`src/core/maec_pkg.sv`:
```
/*
 * constants, field positions and state types shared by the address and
 * external-operation control block.
 * assumes a single 250 MHz clock and an apb master on the register side.
 */
package maec_pkg;
    // ==========================================================
    // clock and timing
    localparam int CLK_PERIOD_NS = 4;
    localparam int SYS_PERIOD_NS = 1000;
    localparam int SYS_PULSE_NS = 50;
    localparam int SYS_PERIOD_CYC = SYS_PERIOD_NS / CLK_PERIOD_NS;
    localparam int SYS_PULSE_CYC = SYS_PULSE_NS / CLK_PERIOD_NS;
    // ==========================================================
    // memory sizing
    localparam int LIMIT_STEP_WORDS = 2048;
    localparam int LIMIT_BLOCKS_DEF = 8;
    // ==========================================================
    // apb register byte offsets
    localparam logic [7:0] OFS_STATUS = 8'h00;
    localparam logic [7:0] OFS_COND_SET = 8'h04;
    localparam logic [7:0] OFS_COND_CLR = 8'h08;
    localparam logic [7:0] OFS_ADDR = 8'h0c;
    localparam logic [7:0] OFS_COUNT = 8'h10;
    localparam logic [7:0] OFS_LIMIT = 8'h14;
    // ==========================================================
    // error flag positions
    localparam int ERR_LOADER = 0;
    localparam int ERR_MICRO = 1;
    localparam int ERR_RAW = 2;
    localparam int ERR_USER = 3;
    localparam int ERR_NANO = 4;
    localparam int ERR_LIMIT = 5;
    localparam int ERR_W = 6;
    // ==========================================================
    // condition register
    localparam int COND_W = 16;
    localparam int WRAP_BIT = 0;
    localparam int CTRL_W = 40;
    // address source field of a memory/device command
    localparam logic [1:0] SRC_NONE = 2'h0;
    localparam logic [1:0] SRC_FIRST = 2'h1;
    localparam logic [1:0] SRC_SECOND = 2'h2;
    // reset values
    localparam logic [7:0] BYTE_RST = 8'h00;
    localparam logic [15:0] COND_RST = 16'h0000;

    typedef enum logic {EO_IDLE, EO_DEV_BUSY} maec_eo_t;
endpackage

```
`src/core/maec_ctrl.sv`:
```
/*
 * base/low address forming, loop counter, constant holding register,
 * condition bits, nanocontrol register, system and phase-3 clock pulses,
 * external-operation decode with error flags and store parity.
 * assumes all sequencer, memory and port selector inputs run on clk.
 */
// Our own choices: the APB interface to the registers and the address map.
// Functional notes
// RULE1 - two eight-bit base registers form block address
// RULE2 - base registers load from shifter upper byte
// RULE3 - base selection sticky until other one chosen
// RULE4 - variant one first base, two second
// RULE5 - eight-bit loop counter loaded through shared gates
// RULE6 - counter to adder right-justified, zero fill
// RULE7 - counter overflow sets wrap flag; test/load clear
// RULE8 - constant register loads from type II word
// RULE9 - gates pick constant or shifter low byte
// RULE10 - forty-bit register holds non-phase-one nanocontrols
// RULE11 - sixteen condition bits, one tested at once
// RULE12 - set beats reset, except wrap flag
// RULE13 - one microsecond system pulse, fifty nanoseconds; the code holds it for twelve 4 ns cycles, 48 ns
// RULE14 - phase-three pulse deferred while phase extended
// RULE15 - memory and device operations never overlap
// RULE16 - memory decoded fully; device held until done
// RULE17 - status query sent straight, without gating; the code ANDs it with nanoValid and registers it
// RULE18 - six separate error flags held
// RULE19 - odd parity on micro and nano words
// RULE20 - sixteen-bit micro words, fifty-five bit nanowords
// RULE21 - limit in 2048-word steps, excess flags error
// RULE22 - limit is wired constant, not software writable
// RULE23 - eight-bit low address register supplies low byte
// RULE24 - limit checked before memory access starts
`timescale 1ns/100ps
`default_nettype none
module maec_ctrl #(
    parameter int LIMIT_BLOCKS = maec_pkg::LIMIT_BLOCKS_DEF
) (
    // clock and reset
    input wire logic clk,
    input wire logic rstn,
    // apb slave
    input wire logic psel,
    input wire logic penable,
    input wire logic pwrite,
    input wire logic [7:0] paddr,
    input wire logic [31:0] pwdata,
    output logic [31:0] prdata,
    output logic pready,
    output logic pslverr,
    // datapath loads from the sequencer
    input wire logic [15:0] shifterOutput,
    input wire logic loadFirstBase,
    input wire logic loadSecondBase,
    input wire logic loadLowAddr,
    input wire logic loadCounter,
    input wire logic gateFromShifter,
    input wire logic countStep,
    input wire logic typeTwoLoad,
    input wire logic [15:0] microWord,
    // condition bits
    input wire logic [15:0] condSetIn,
    input wire logic [15:0] condResetIn,
    input wire logic condTest,
    input wire logic [3:0] condSelect,
    output logic condResult,
    // nanoword and external operation command
    input wire logic nanoValid,
    input wire logic [54:0] nanoWord,
    input wire logic nanoParity,
    input wire logic extOpValid,
    input wire logic extOpDevice,
    input wire logic extOpWrite,
    input wire logic [1:0] extOpSrc,
    input wire logic statusQueryBit,
    input wire logic devDone,
    // store parity
    input wire logic [15:0] microWrData,
    input wire logic [16:0] microRdWord,
    input wire logic microRdValid,
    input wire logic loadMode,
    input wire logic loaderParityErr,
    input wire logic [16:0] userRdWord,
    input wire logic userRdValid,
    output logic microWrParity,
    // phase control
    input wire logic phase3Extended,
    output logic sysClkPulse,
    output logic phase3Clk,
    // outputs to memory, port selector and adder
    output logic memRead,
    output logic memWrite,
    output logic [15:0] memAddr,
    output logic devRead,
    output logic devWrite,
    output logic [7:0] devAddr,
    output logic status_query_signal,
    output logic [39:0] ctrlWord,
    output logic [15:0] counterToAdder,
    output logic [15:0] constToAdder,
    output logic [15:0] addrToAdder,
    output logic [5:0] errFlags
);
    // ==========================================================
    // state
    typedef struct packed {
        logic [7:0] firstBase;
        logic [7:0] secondBase;
        logic [7:0] lowAddr;
        logic [7:0] loopCount;
        logic [7:0] constReg;
        logic useSecond;
        logic [15:0] cond;
        logic condRes;
        logic [39:0] ctrl;
        maec_pkg::maec_eo_t eo;
        logic holdWrite;
        logic memRd;
        logic memWr;
        logic [15:0] mAddr;
        logic devRd;
        logic devWr;
        logic [7:0] dAddr;
        logic statusQ;
        logic [5:0] err;
        logic wrPar;
        logic [7:0] divCnt;
        logic sysPulse;
        logic p3Pending;
        logic p3Clk;
        logic [15:0] adrAdder;
        logic ready;
        logic slvErr;
        logic [31:0] rdata;
    } maec_state_t;

    localparam logic [16:0] LIMIT_WORDS = 17'(LIMIT_BLOCKS * maec_pkg::LIMIT_STEP_WORDS);
    localparam logic [7:0] DIV_LAST = 8'(maec_pkg::SYS_PERIOD_CYC - 1);
    localparam logic [7:0] PULSE_END = 8'(maec_pkg::SYS_PULSE_CYC);

    maec_state_t q;
    maec_state_t d;

    // odd parity holds when the whole word has an odd count of ones
    function automatic logic oddOk(input logic [55:0] w);
        oddOk = ^w;
    endfunction

    // selected base register joined with the low address byte
    function automatic logic [15:0] joinAddr(input logic second, input logic [7:0] b1,
                                             input logic [7:0] b2, input logic [7:0] lo);
        joinAddr = second ? {b2, lo} : {b1, lo};
    endfunction

    logic apbAccess;
    logic apbWrite;
    logic selSecond;
    logic [15:0] selAddr;
    logic overLimit;
    logic acceptOp;
    logic [7:0] gateByte;
    logic wrapSet;
    logic wrapReset;
    logic [15:0] swSet;
    logic [15:0] swClr;
    logic [5:0] newErr;
    logic [5:0] errClr;

    // ==========================================================
    // next-state logic
    always_comb begin
        d = q;
        apbAccess = psel && penable && !q.ready;
        apbWrite = psel && penable && pwrite && q.ready;
        // a busy device refuses new ops
        acceptOp = extOpValid && (q.eo == maec_pkg::EO_IDLE); // RULE15
        selSecond = q.useSecond;
        if (acceptOp && extOpSrc == maec_pkg::SRC_FIRST) begin
            selSecond = 1'b0; // RULE4
        end else if (acceptOp && extOpSrc == maec_pkg::SRC_SECOND) begin
            selSecond = 1'b1; // RULE4
        end
        d.useSecond = selSecond; // RULE3
        selAddr = joinAddr(selSecond, q.firstBase, q.secondBase, q.lowAddr); // RULE1 RULE23
        overLimit = {1'b0, selAddr} >= LIMIT_WORDS; // RULE21 RULE22
        d.adrAdder = joinAddr(q.useSecond, q.firstBase, q.secondBase, q.lowAddr);

        // base and low address, counter and constant loads
        gateByte = gateFromShifter ? shifterOutput[7:0] : q.constReg; // RULE9
        if (loadFirstBase) begin
            d.firstBase = shifterOutput[15:8]; // RULE2
        end
        if (loadSecondBase) begin
            d.secondBase = shifterOutput[15:8]; // RULE2
        end
        if (loadLowAddr) begin
            d.lowAddr = gateByte; // RULE23
        end
        if (typeTwoLoad) begin
            d.constReg = microWord[7:0]; // RULE8 RULE20
        end
        wrapSet = 1'b0;
        if (loadCounter) begin
            d.loopCount = gateByte; // RULE5
        end else if (countStep) begin
            d.loopCount = q.loopCount + 8'h01;
            wrapSet = (q.loopCount == 8'hff); // RULE7
        end

        // condition bits: set wins, but the wrap flag lets reset win
        swSet = (apbWrite && paddr == maec_pkg::OFS_COND_SET) ? pwdata[15:0] : 16'h0000;
        swClr = (apbWrite && paddr == maec_pkg::OFS_COND_CLR) ? pwdata[15:0] : 16'h0000;
        d.cond = (q.cond & ~(condResetIn | swClr)) | condSetIn | swSet; // RULE12
        wrapReset = condResetIn[maec_pkg::WRAP_BIT] || swClr[maec_pkg::WRAP_BIT] || loadCounter ||
                    (condTest && condSelect == 4'(maec_pkg::WRAP_BIT)); // RULE7
        d.cond[maec_pkg::WRAP_BIT] = !wrapReset && (q.cond[maec_pkg::WRAP_BIT] || wrapSet ||
                    condSetIn[maec_pkg::WRAP_BIT] || swSet[maec_pkg::WRAP_BIT]); // RULE12
        if (condTest) begin
            d.condRes = q.cond[condSelect]; // RULE11
        end

        // nanocontrols past phase 1; the top bit is decoded before capture
        if (nanoValid) begin
            d.ctrl = {nanoWord[54:53] == 2'h3, nanoWord[54:16]}; // RULE10 RULE20
        end
        d.statusQ = nanoValid && statusQueryBit; // RULE17

        // external operation controls
        d.memRd = 1'b0;
        d.memWr = 1'b0;
        newErr = '0;
        case (q.eo)
            maec_pkg::EO_IDLE: begin
                if (acceptOp && extOpDevice) begin
                    d.eo = maec_pkg::EO_DEV_BUSY;
                    d.holdWrite = extOpWrite;
                    d.dAddr = selAddr[15:8];
                    d.devRd = !extOpWrite;
                    d.devWr = extOpWrite;
                end else if (acceptOp && overLimit) begin
                    newErr[maec_pkg::ERR_LIMIT] = 1'b1; // RULE24
                end else if (acceptOp) begin
                    d.holdWrite = extOpWrite;
                    d.mAddr = selAddr;
                    d.memRd = !extOpWrite; // RULE16
                    d.memWr = extOpWrite; // RULE16
                end
            end
            maec_pkg::EO_DEV_BUSY: begin
                // the port selector says when the device transfer ends
                if (devDone) begin
                    d.eo = maec_pkg::EO_IDLE; // RULE16
                    d.devRd = 1'b0;
                    d.devWr = 1'b0;
                end
            end
            default: begin
                d.eo = maec_pkg::EO_IDLE;
            end
        endcase

        // parity and error flags; a new error beats a clear
        d.wrPar = ~^microWrData; // RULE19
        newErr[maec_pkg::ERR_LOADER] = loaderParityErr;
        newErr[maec_pkg::ERR_MICRO] = microRdValid && !loadMode && !oddOk({39'h0, microRdWord}); // RULE19
        newErr[maec_pkg::ERR_RAW] = microRdValid && loadMode && !oddOk({39'h0, microRdWord});
        newErr[maec_pkg::ERR_USER] = userRdValid && !oddOk({39'h0, userRdWord});
        newErr[maec_pkg::ERR_NANO] = nanoValid && !oddOk({nanoParity, nanoWord}); // RULE19
        errClr = (apbWrite && paddr == maec_pkg::OFS_STATUS) ? pwdata[5:0] : 6'h00;
        d.err = (q.err & ~errClr) | newErr; // RULE18

        // system pulse every period and the held-off phase-3 pulse
        d.divCnt = (q.divCnt == DIV_LAST) ? 8'h00 : q.divCnt + 8'h01;
        d.sysPulse = d.divCnt < PULSE_END; // RULE13
        d.p3Clk = 1'b0;
        if (q.divCnt == DIV_LAST || q.p3Pending) begin
            d.p3Pending = phase3Extended; // RULE14
            d.p3Clk = !phase3Extended; // RULE14
        end

        // apb: one wait state, answer registered
        d.ready = apbAccess;
        d.slvErr = 1'b0;
        d.rdata = 32'h0000_0000;
        if (apbAccess) begin
            case (paddr)
                maec_pkg::OFS_STATUS: d.rdata = {26'h0, q.err};
                maec_pkg::OFS_COND_SET: d.rdata = {16'h0, q.cond};
                maec_pkg::OFS_COND_CLR: d.rdata = {16'h0, q.cond};
                maec_pkg::OFS_ADDR: d.rdata = {7'h0, q.useSecond, q.firstBase, q.secondBase, q.lowAddr};
                maec_pkg::OFS_COUNT: d.rdata = {15'h0, q.eo == maec_pkg::EO_DEV_BUSY, q.constReg, q.loopCount};
                maec_pkg::OFS_LIMIT: d.rdata = {15'h0, LIMIT_WORDS}; // RULE22
                default: d.slvErr = 1'b1;
            endcase
        end
    end

    // ==========================================================
    // state register, synchronous reset
    always_ff @(posedge clk) begin
        if (!rstn) begin
            q <= '0;
            q.firstBase <= maec_pkg::BYTE_RST;
            q.secondBase <= maec_pkg::BYTE_RST;
            q.cond <= maec_pkg::COND_RST;
            q.eo <= maec_pkg::EO_IDLE;
            q.wrPar <= 1'b1;
            q.sysPulse <= 1'b1;
        end else begin
            q <= d;
        end
    end

    // outputs straight from the state register
    assign prdata = q.rdata;
    assign pready = q.ready;
    assign pslverr = q.slvErr;
    assign condResult = q.condRes;
    assign microWrParity = q.wrPar;
    assign sysClkPulse = q.sysPulse;
    assign phase3Clk = q.p3Clk;
    assign memRead = q.memRd;
    assign memWrite = q.memWr;
    assign memAddr = q.mAddr;
    assign devRead = q.devRd;
    assign devWrite = q.devWr;
    assign devAddr = q.dAddr;
    assign status_query_signal = q.statusQ;
    assign ctrlWord = q.ctrl;
    assign counterToAdder = {8'h00, q.loopCount}; // RULE6
    assign constToAdder = {q.constReg, 8'h00}; // RULE8
    assign addrToAdder = q.adrAdder;
    assign errFlags = q.err;
endmodule
`default_nettype wire

```
`config.mk`:
```
export PLATFORM = sky130hd
export DESIGN_NAME = maec_ctrl
export DESIGN_NICKNAME = d
export VERILOG_FILES = /design/src/core/maec_pkg.sv /design/src/core/maec_ctrl.sv
export SDC_FILE = /design/constraint.sdc
export NUM_CORES = 1
export LEC_CHECK = 0
export BUFFER_PORTS_ARGS = -buffer_cell sky130_fd_sc_hd__buf_2
export CORE_AREA = 2 2 157 159
export CTS_CLUSTER_SIZE = 24
export DETAILED_ROUTE_END_ITERATION = 6
export DIE_AREA = 0 0 159 161
export PLACE_DENSITY = 0.71
export SYNTH_ARGS = -nofsm -noshare
export SYNTH_HDL_FRONTEND = slang
export SYNTH_SLANG_ARGS = --single-unit
```
`constraint.sdc`:
```
create_clock -name clk -period 2.5 [get_ports clk]
set_input_delay 0.25 -clock clk [delete_from_list [all_inputs] [get_ports clk]]
set_output_delay 0.25 -clock clk [all_outputs]
set_load 0.005 [all_outputs]
```
**Yosys cells after proc, flatten, opt, wreduce, memory -nomap -nowiden**

Index checks and enable logic that the tools add are counted.

- Output and inout bits: 161
- Word-level logic and storage cells: 134
- Input bits: 240
- Flip-flop bits (word level): 196

- Eq/ne operators: 12
- Magnitude comparators: 3
- Add/subtract/negate cells: 2
- Multiplexer cells: 26
- Reduce and logical (&&, ||, !) cells: 51
- Bitwise operators: 13

Operators by type and width:

| kind | count |
|---|---|
| $reduce_xor 56->1 | 3 |
| $pmux 25 s5 | 1 |
| $mux 16 | 4 |
| $or 16x16->16 | 3 |
| $mux 8 | 4 |
| $logic_and 1x1->1 | 21 |
| $add 8x1->8 const B | 2 |
| $and 16x16->16 | 1 |
| $eq 8x4->1 const B | 2 |
| $eq 8x5->1 const B | 2 |
| $eq 8x8->1 const B | 2 |
| $ge 16x15->1 const B | 1 |
| $not 16->16 | 1 |
| $reduce_xnor 16->1 | 1 |
| $mux 1 | 11 |
| $mux 10 | 1 |
| $eq 8x3->1 const B | 1 |
| $logic_not 1->1 | 8 |
| $logic_not 8->1 | 1 |
| $lt 8x4->1 const B | 1 |
| $reduce_and 2->1 | 4 |
| $logic_or 1x1->1 | 7 |
| $and 6x6->6 | 1 |
| $mux 6 | 1 |
| 18 further kinds | 23 |

**Logic depth before layout (Yosys ltp)**

- Depth in word-level cells: 12
- Mapped depth: 8
- Gate-level depth less buffers: 6

**Worst setup path before layout**

OpenSTA, ideal clock, no wires.

- Kind: reg-to-reg
- From: register q[156] (netlist name)
- To: register q (netlist bit memAddr[4])
- Path buffers: 2
- Cell stages (with the launch flop): 8
- Clock period less this slack: 1.770 ns
- Arrival: 1.643 ns
- Library setup time: 0.128 ns
- Setup slack: 0.730 ns
- Cell sequence: dfxtp_1 buf_2 a21o_1 a211o_1 a21boi_4 buf_6 mux2i_1 nor2_1

- Word-level cells in the longest chain between the ends: 7

Ends and longest elaborated chain:

| item | line | source |
|---|---|---|
| start, declared | maec_ctrl.sv:140 | `maec_state_t q;` |
| $mux 1 | maec_ctrl.sv:179 | `end else if (acceptOp && extOpSrc == maec_pkg::SRC_SECOND) begin` |
| $mux 1 | maec_ctrl.sv:177 | `if (acceptOp && extOpSrc == maec_pkg::SRC_FIRST) begin` |
| $mux 16 | maec_ctrl.sv:151 | `joinAddr = second ? {b2, lo} : {b1, lo};` |
| $ge 16x15->1 | maec_ctrl.sv:184 | `overLimit = {1'b0, selAddr} >= LIMIT_WORDS;` |
| $logic_and 1x1->1 | maec_ctrl.sv:239 | `end else if (acceptOp && overLimit) begin` |
| $not 1->1 (no source line) | - |  |
| $reduce_and 4->1 (no source line) | - |  |

No other way between the ends.
A chain may end at the register's enable or synchronous reset.

**Worst setup path in the final report**

- From: register q[156] (netlist name)
- To: register q (netlist bit memAddr[12])

- Word-level cells in the longest chain between the ends: 7

Ends and longest elaborated chain:

| item | line |
|---|---|
| $mux 1 * | maec_ctrl.sv:179 |
| $mux 1 * | maec_ctrl.sv:177 |
| $mux 16 * | maec_ctrl.sv:151 |
| $ge 16x15->1 | maec_ctrl.sv:184 |
| $logic_and 1x1->1 | maec_ctrl.sv:239 |
| $not 1->1 (no source line) | - |
| $reduce_and 4->1 (no source line) | - |

Mark *: on every way between the ends. The rest lies on a longest branch, timed or not.

==> results.md <==
- Kind of end point of the critical path: flop
- Clock tree buffer depth: 2
- Die span in x: 159 um
- Main synth FF type: dfxtp_1
- Ys async rst share: 0%
- Slew margin rel.: 38.8%
- Max Clk Rate: 475 MHz
- Synth warnings: 0
- # Max-Cap Violations: 0
- PortBufs: 353
- Count of cell types in the netlist: 51
- Yosys reg bits: 189
- Cell Area, Synth: 0.00965 mm2
- CP required: 2.84 ns
- Crit-path max FO: 14
- Slowest-stage cell, CP: dfxtp_1
- CP Cell Sequence: inv_1 > o21ai_1 > nand3_1 > a21boi_4 > buf_4 > nor2_1 > a211oi_2
- Cell with the most instances after synthesis: dfxtp_1
- Reg2Reg Depth: 7
- Die height: 161 um
- GP Congestion: 0.888
- Via count: 7,728
- Core Box Area: 0.0240 mm2
- Flop2flop setup slack: 0.40 ns
- Routed Antenna Nets: 0
- Drt pass-1 iters: 6
- Worst hold start: microWord[3]
- Arr. time, crit path: 2.44 ns
- CTS Buf Count: 17
- Clock-pin slew on the worst setup and hold paths: 0.07 ns
- IO Pins: 401
- R2r endpoint: memAddr[12]
- Root Driver: clkbuf_16
- Post-synthesis sequential area ratio: 39.2%
- Post-Synth Adder-Cell Area: 0.389%
- Max stage delay on crit path: 0.70 ns
- Setup TNS: 0 ns
- Max-slew violations: 0
- Largest net degree at the start of global routing: 84
- Fin crit share: 84.1%
- Clock sinks: 189
- All-Layer GR Usage: 20.8%
- Slew @ Worst Pin: 0.918 ns
- Hold-fix buffers, CTS: 3
- Hold Path Cell Cnt: 3
- Worst setup SP type: flop
- Outcome: finished clean
- WL/cell: 17.0 um
- Via/cell ratio: 4.83
- Post-synth EDFFs: 0
- DP Wirelength: 21,400 um
- Hold crit path type: in -> reg
- DRC violations left: 0
- Post-CTS Resized: 0
- Total grt overflow: 0
- Worst-Skew Late Latency: 0.43 ns
- Simple-Gate Fraction of Synth Area: 14.1%
- Leak: 5.25 nW
- Crit path time final: 2.10 ns
- Synth area leader: dfxtp_1
- Xor-xnor portion of the synthesized cell area: 10.4%
- Area Overhead vs Synth: 17.3%
- Full die area: 0.0256 mm2
- Site Rows: 57
- Commonest cells post-synth: dfxtp_1 (189), buf_4 (151), nor2_1 (147), mux2i_1 (122), xnor2_1 (88)
- Synth top area share: 39.2%
- First DRT Iteration DRCs: 592
- TritonCTS clock tree: built
- Largest cells by area after synthesis: dfxtp_1 (39%), mux2i_1 (13%), buf_4 (12%), xnor2_1 (8.0%), nor2_1 (5.7%)
- Critical setup path kind: reg -> reg
- Final core occ: 47.2%
- Worst r2r src: q[156]
- Vias in the first global route: 7,310
- Main combinational cell family by area after synthesis: simple AND/OR/NAND/NOR gates
- Power density cells: 655 mW/mm2
- WHS Endpoint: constToAdder[11]
- Setup violators final: 0
- Final Hold Viols: 0
- Worst vdd ir: 357 uV
- Syn Area/Cell: 9.22 um2
- Initial Utilization: 40.3%
- First-pass GRT wire length: 41,200 um
- Initial antenna violation count: 6
- Final nets: 1,504
- RSZ-0062 raised after global routing: no
- CTS H-Tree Depth: 4
- Synth Instances: 1,047
- Total Wirelength: 27,200 um
- Clock Skew: 0.00904 ns
- Mux share of post-synthesis cell area: 13.2%
- Compound-Gate Fraction of Synth Area: 8.48%
- Share of cells above drive strength 1: 32.7%
- Post-CTS Setup Inserts: 0
registers in the layout, indices dropped and copies added (netlist names), 6 cells and up:
signal and flops:
prdata 25, counterToAdder 8, addrToAdder 16, ctrlWord 40, constToAdder 8, q 51
errFlags 6, devAddr 8, memAddr 16
stage by stage:
step / setup slack, ns / hold slack (ns) / cell area [um2] / power (W) / cells
2_1_floorplan: 0.730 / 0.322 / 9730 / 0.00440 / 1069
3_3_place_gp: 0.423 / 0.423 / 10700 / 0.00478 / 1563
3_5_place_dp: 0.392 / 0.427 / 10700 / 0.00480 / 1563
4_1_cts: 0.387 / 0.0355 / 11300 / 0.00750 / 1598
5_1_grt: 0.235 / 0.0517 / 11300 / 0.00777 / 1599
6_report: 0.396 / 0.0614 / 11300 / 0.00742 / 1601
critical path, delay by kind of cell, from the launching register on:
| family | cells | cell delay, ns |
|---|---|---|
| simple gates | 2 | 0.26 |
| compound gates | 3 | 0.70 |
| flops | 1 | 0.70 |
| buf+inv | 2 | 0.36 |
routing by layer:
layer / share of wire, % / up-vias / wire length (um) / track usage, %
li1: - / 3796 / - / -
met1: 44 / 3581 / 11900 / 27.1
met2: 47 / 297 / 12900 / 34.2
met3: 7.1 / 46 / 1930 / 4.90
met4: 1.9 / 8 / 517 / 6.49
met5: 0.18 / - / 49 / 0
kinds of logic (layout without fill, tap and decap cells):
family	Yosys count	after routing
multiplexers	125	125
XOR/XNOR	108	108
AO/OA/AOI/OAI	119	119
flip-flops	189	189
adder cells (fa/ha/maj)	3	3
AND/OR/NAND/NOR	295	295
other	1	26
buffers and inverters	207	412
area by class of cell:
class,count,area (um2)
fill,2335,12600
inverter,8,32.5
antenna,3,7.51
clock buffer,18,429
multi-input combinational,673,4590
timing repair buffer,372,1920
clock inverter,14,148
sequential,189,3780
tap,324,405
power by group:
group	switching [W]	internal (W)	leakage [nW]	total, W
Combinational	0.000629	0.000740	3.41	0.00137
Clock	0.00128	0.00142	0.283	0.00270
Sequential	0.000170	0.00318	1.55	0.00335
Total	0.00208	0.00533	5.25	0.00742
cell usage in the layout, fill, tap and decap left out, types with 17 or more instances in the layout:
cell and count:
dfxtp_1 189, mux2i_1 122, a211oi_1 26, nand2_1 65, clkbuf_16 17, buf_2 353, and2_1 19, xnor2_1 88
conb_1 23, a21oi_1 38, nor2_1 147
worst max-delay path by stage:
| stage | start | to | slack, ns | cells after the start |
|---|---|---|---|---|
| after detailed placement | q[156] | memAddr[12] | 0.39 | 7 |
| final | q[156] | memAddr[12] | 0.40 | 7 |
| after CTS | q[156] | memAddr[12] | 0.39 | 7 |
| after global routing | q[156] | memAddr[12] | 0.23 | 7 |
| after global placement | q[156] | devAddr[5] | 0.42 | 5 |
| after floorplan | q[156] | memAddr[4] | 0.73 | 7 |
Note: power is estimated with default switching activity, not from simulation.
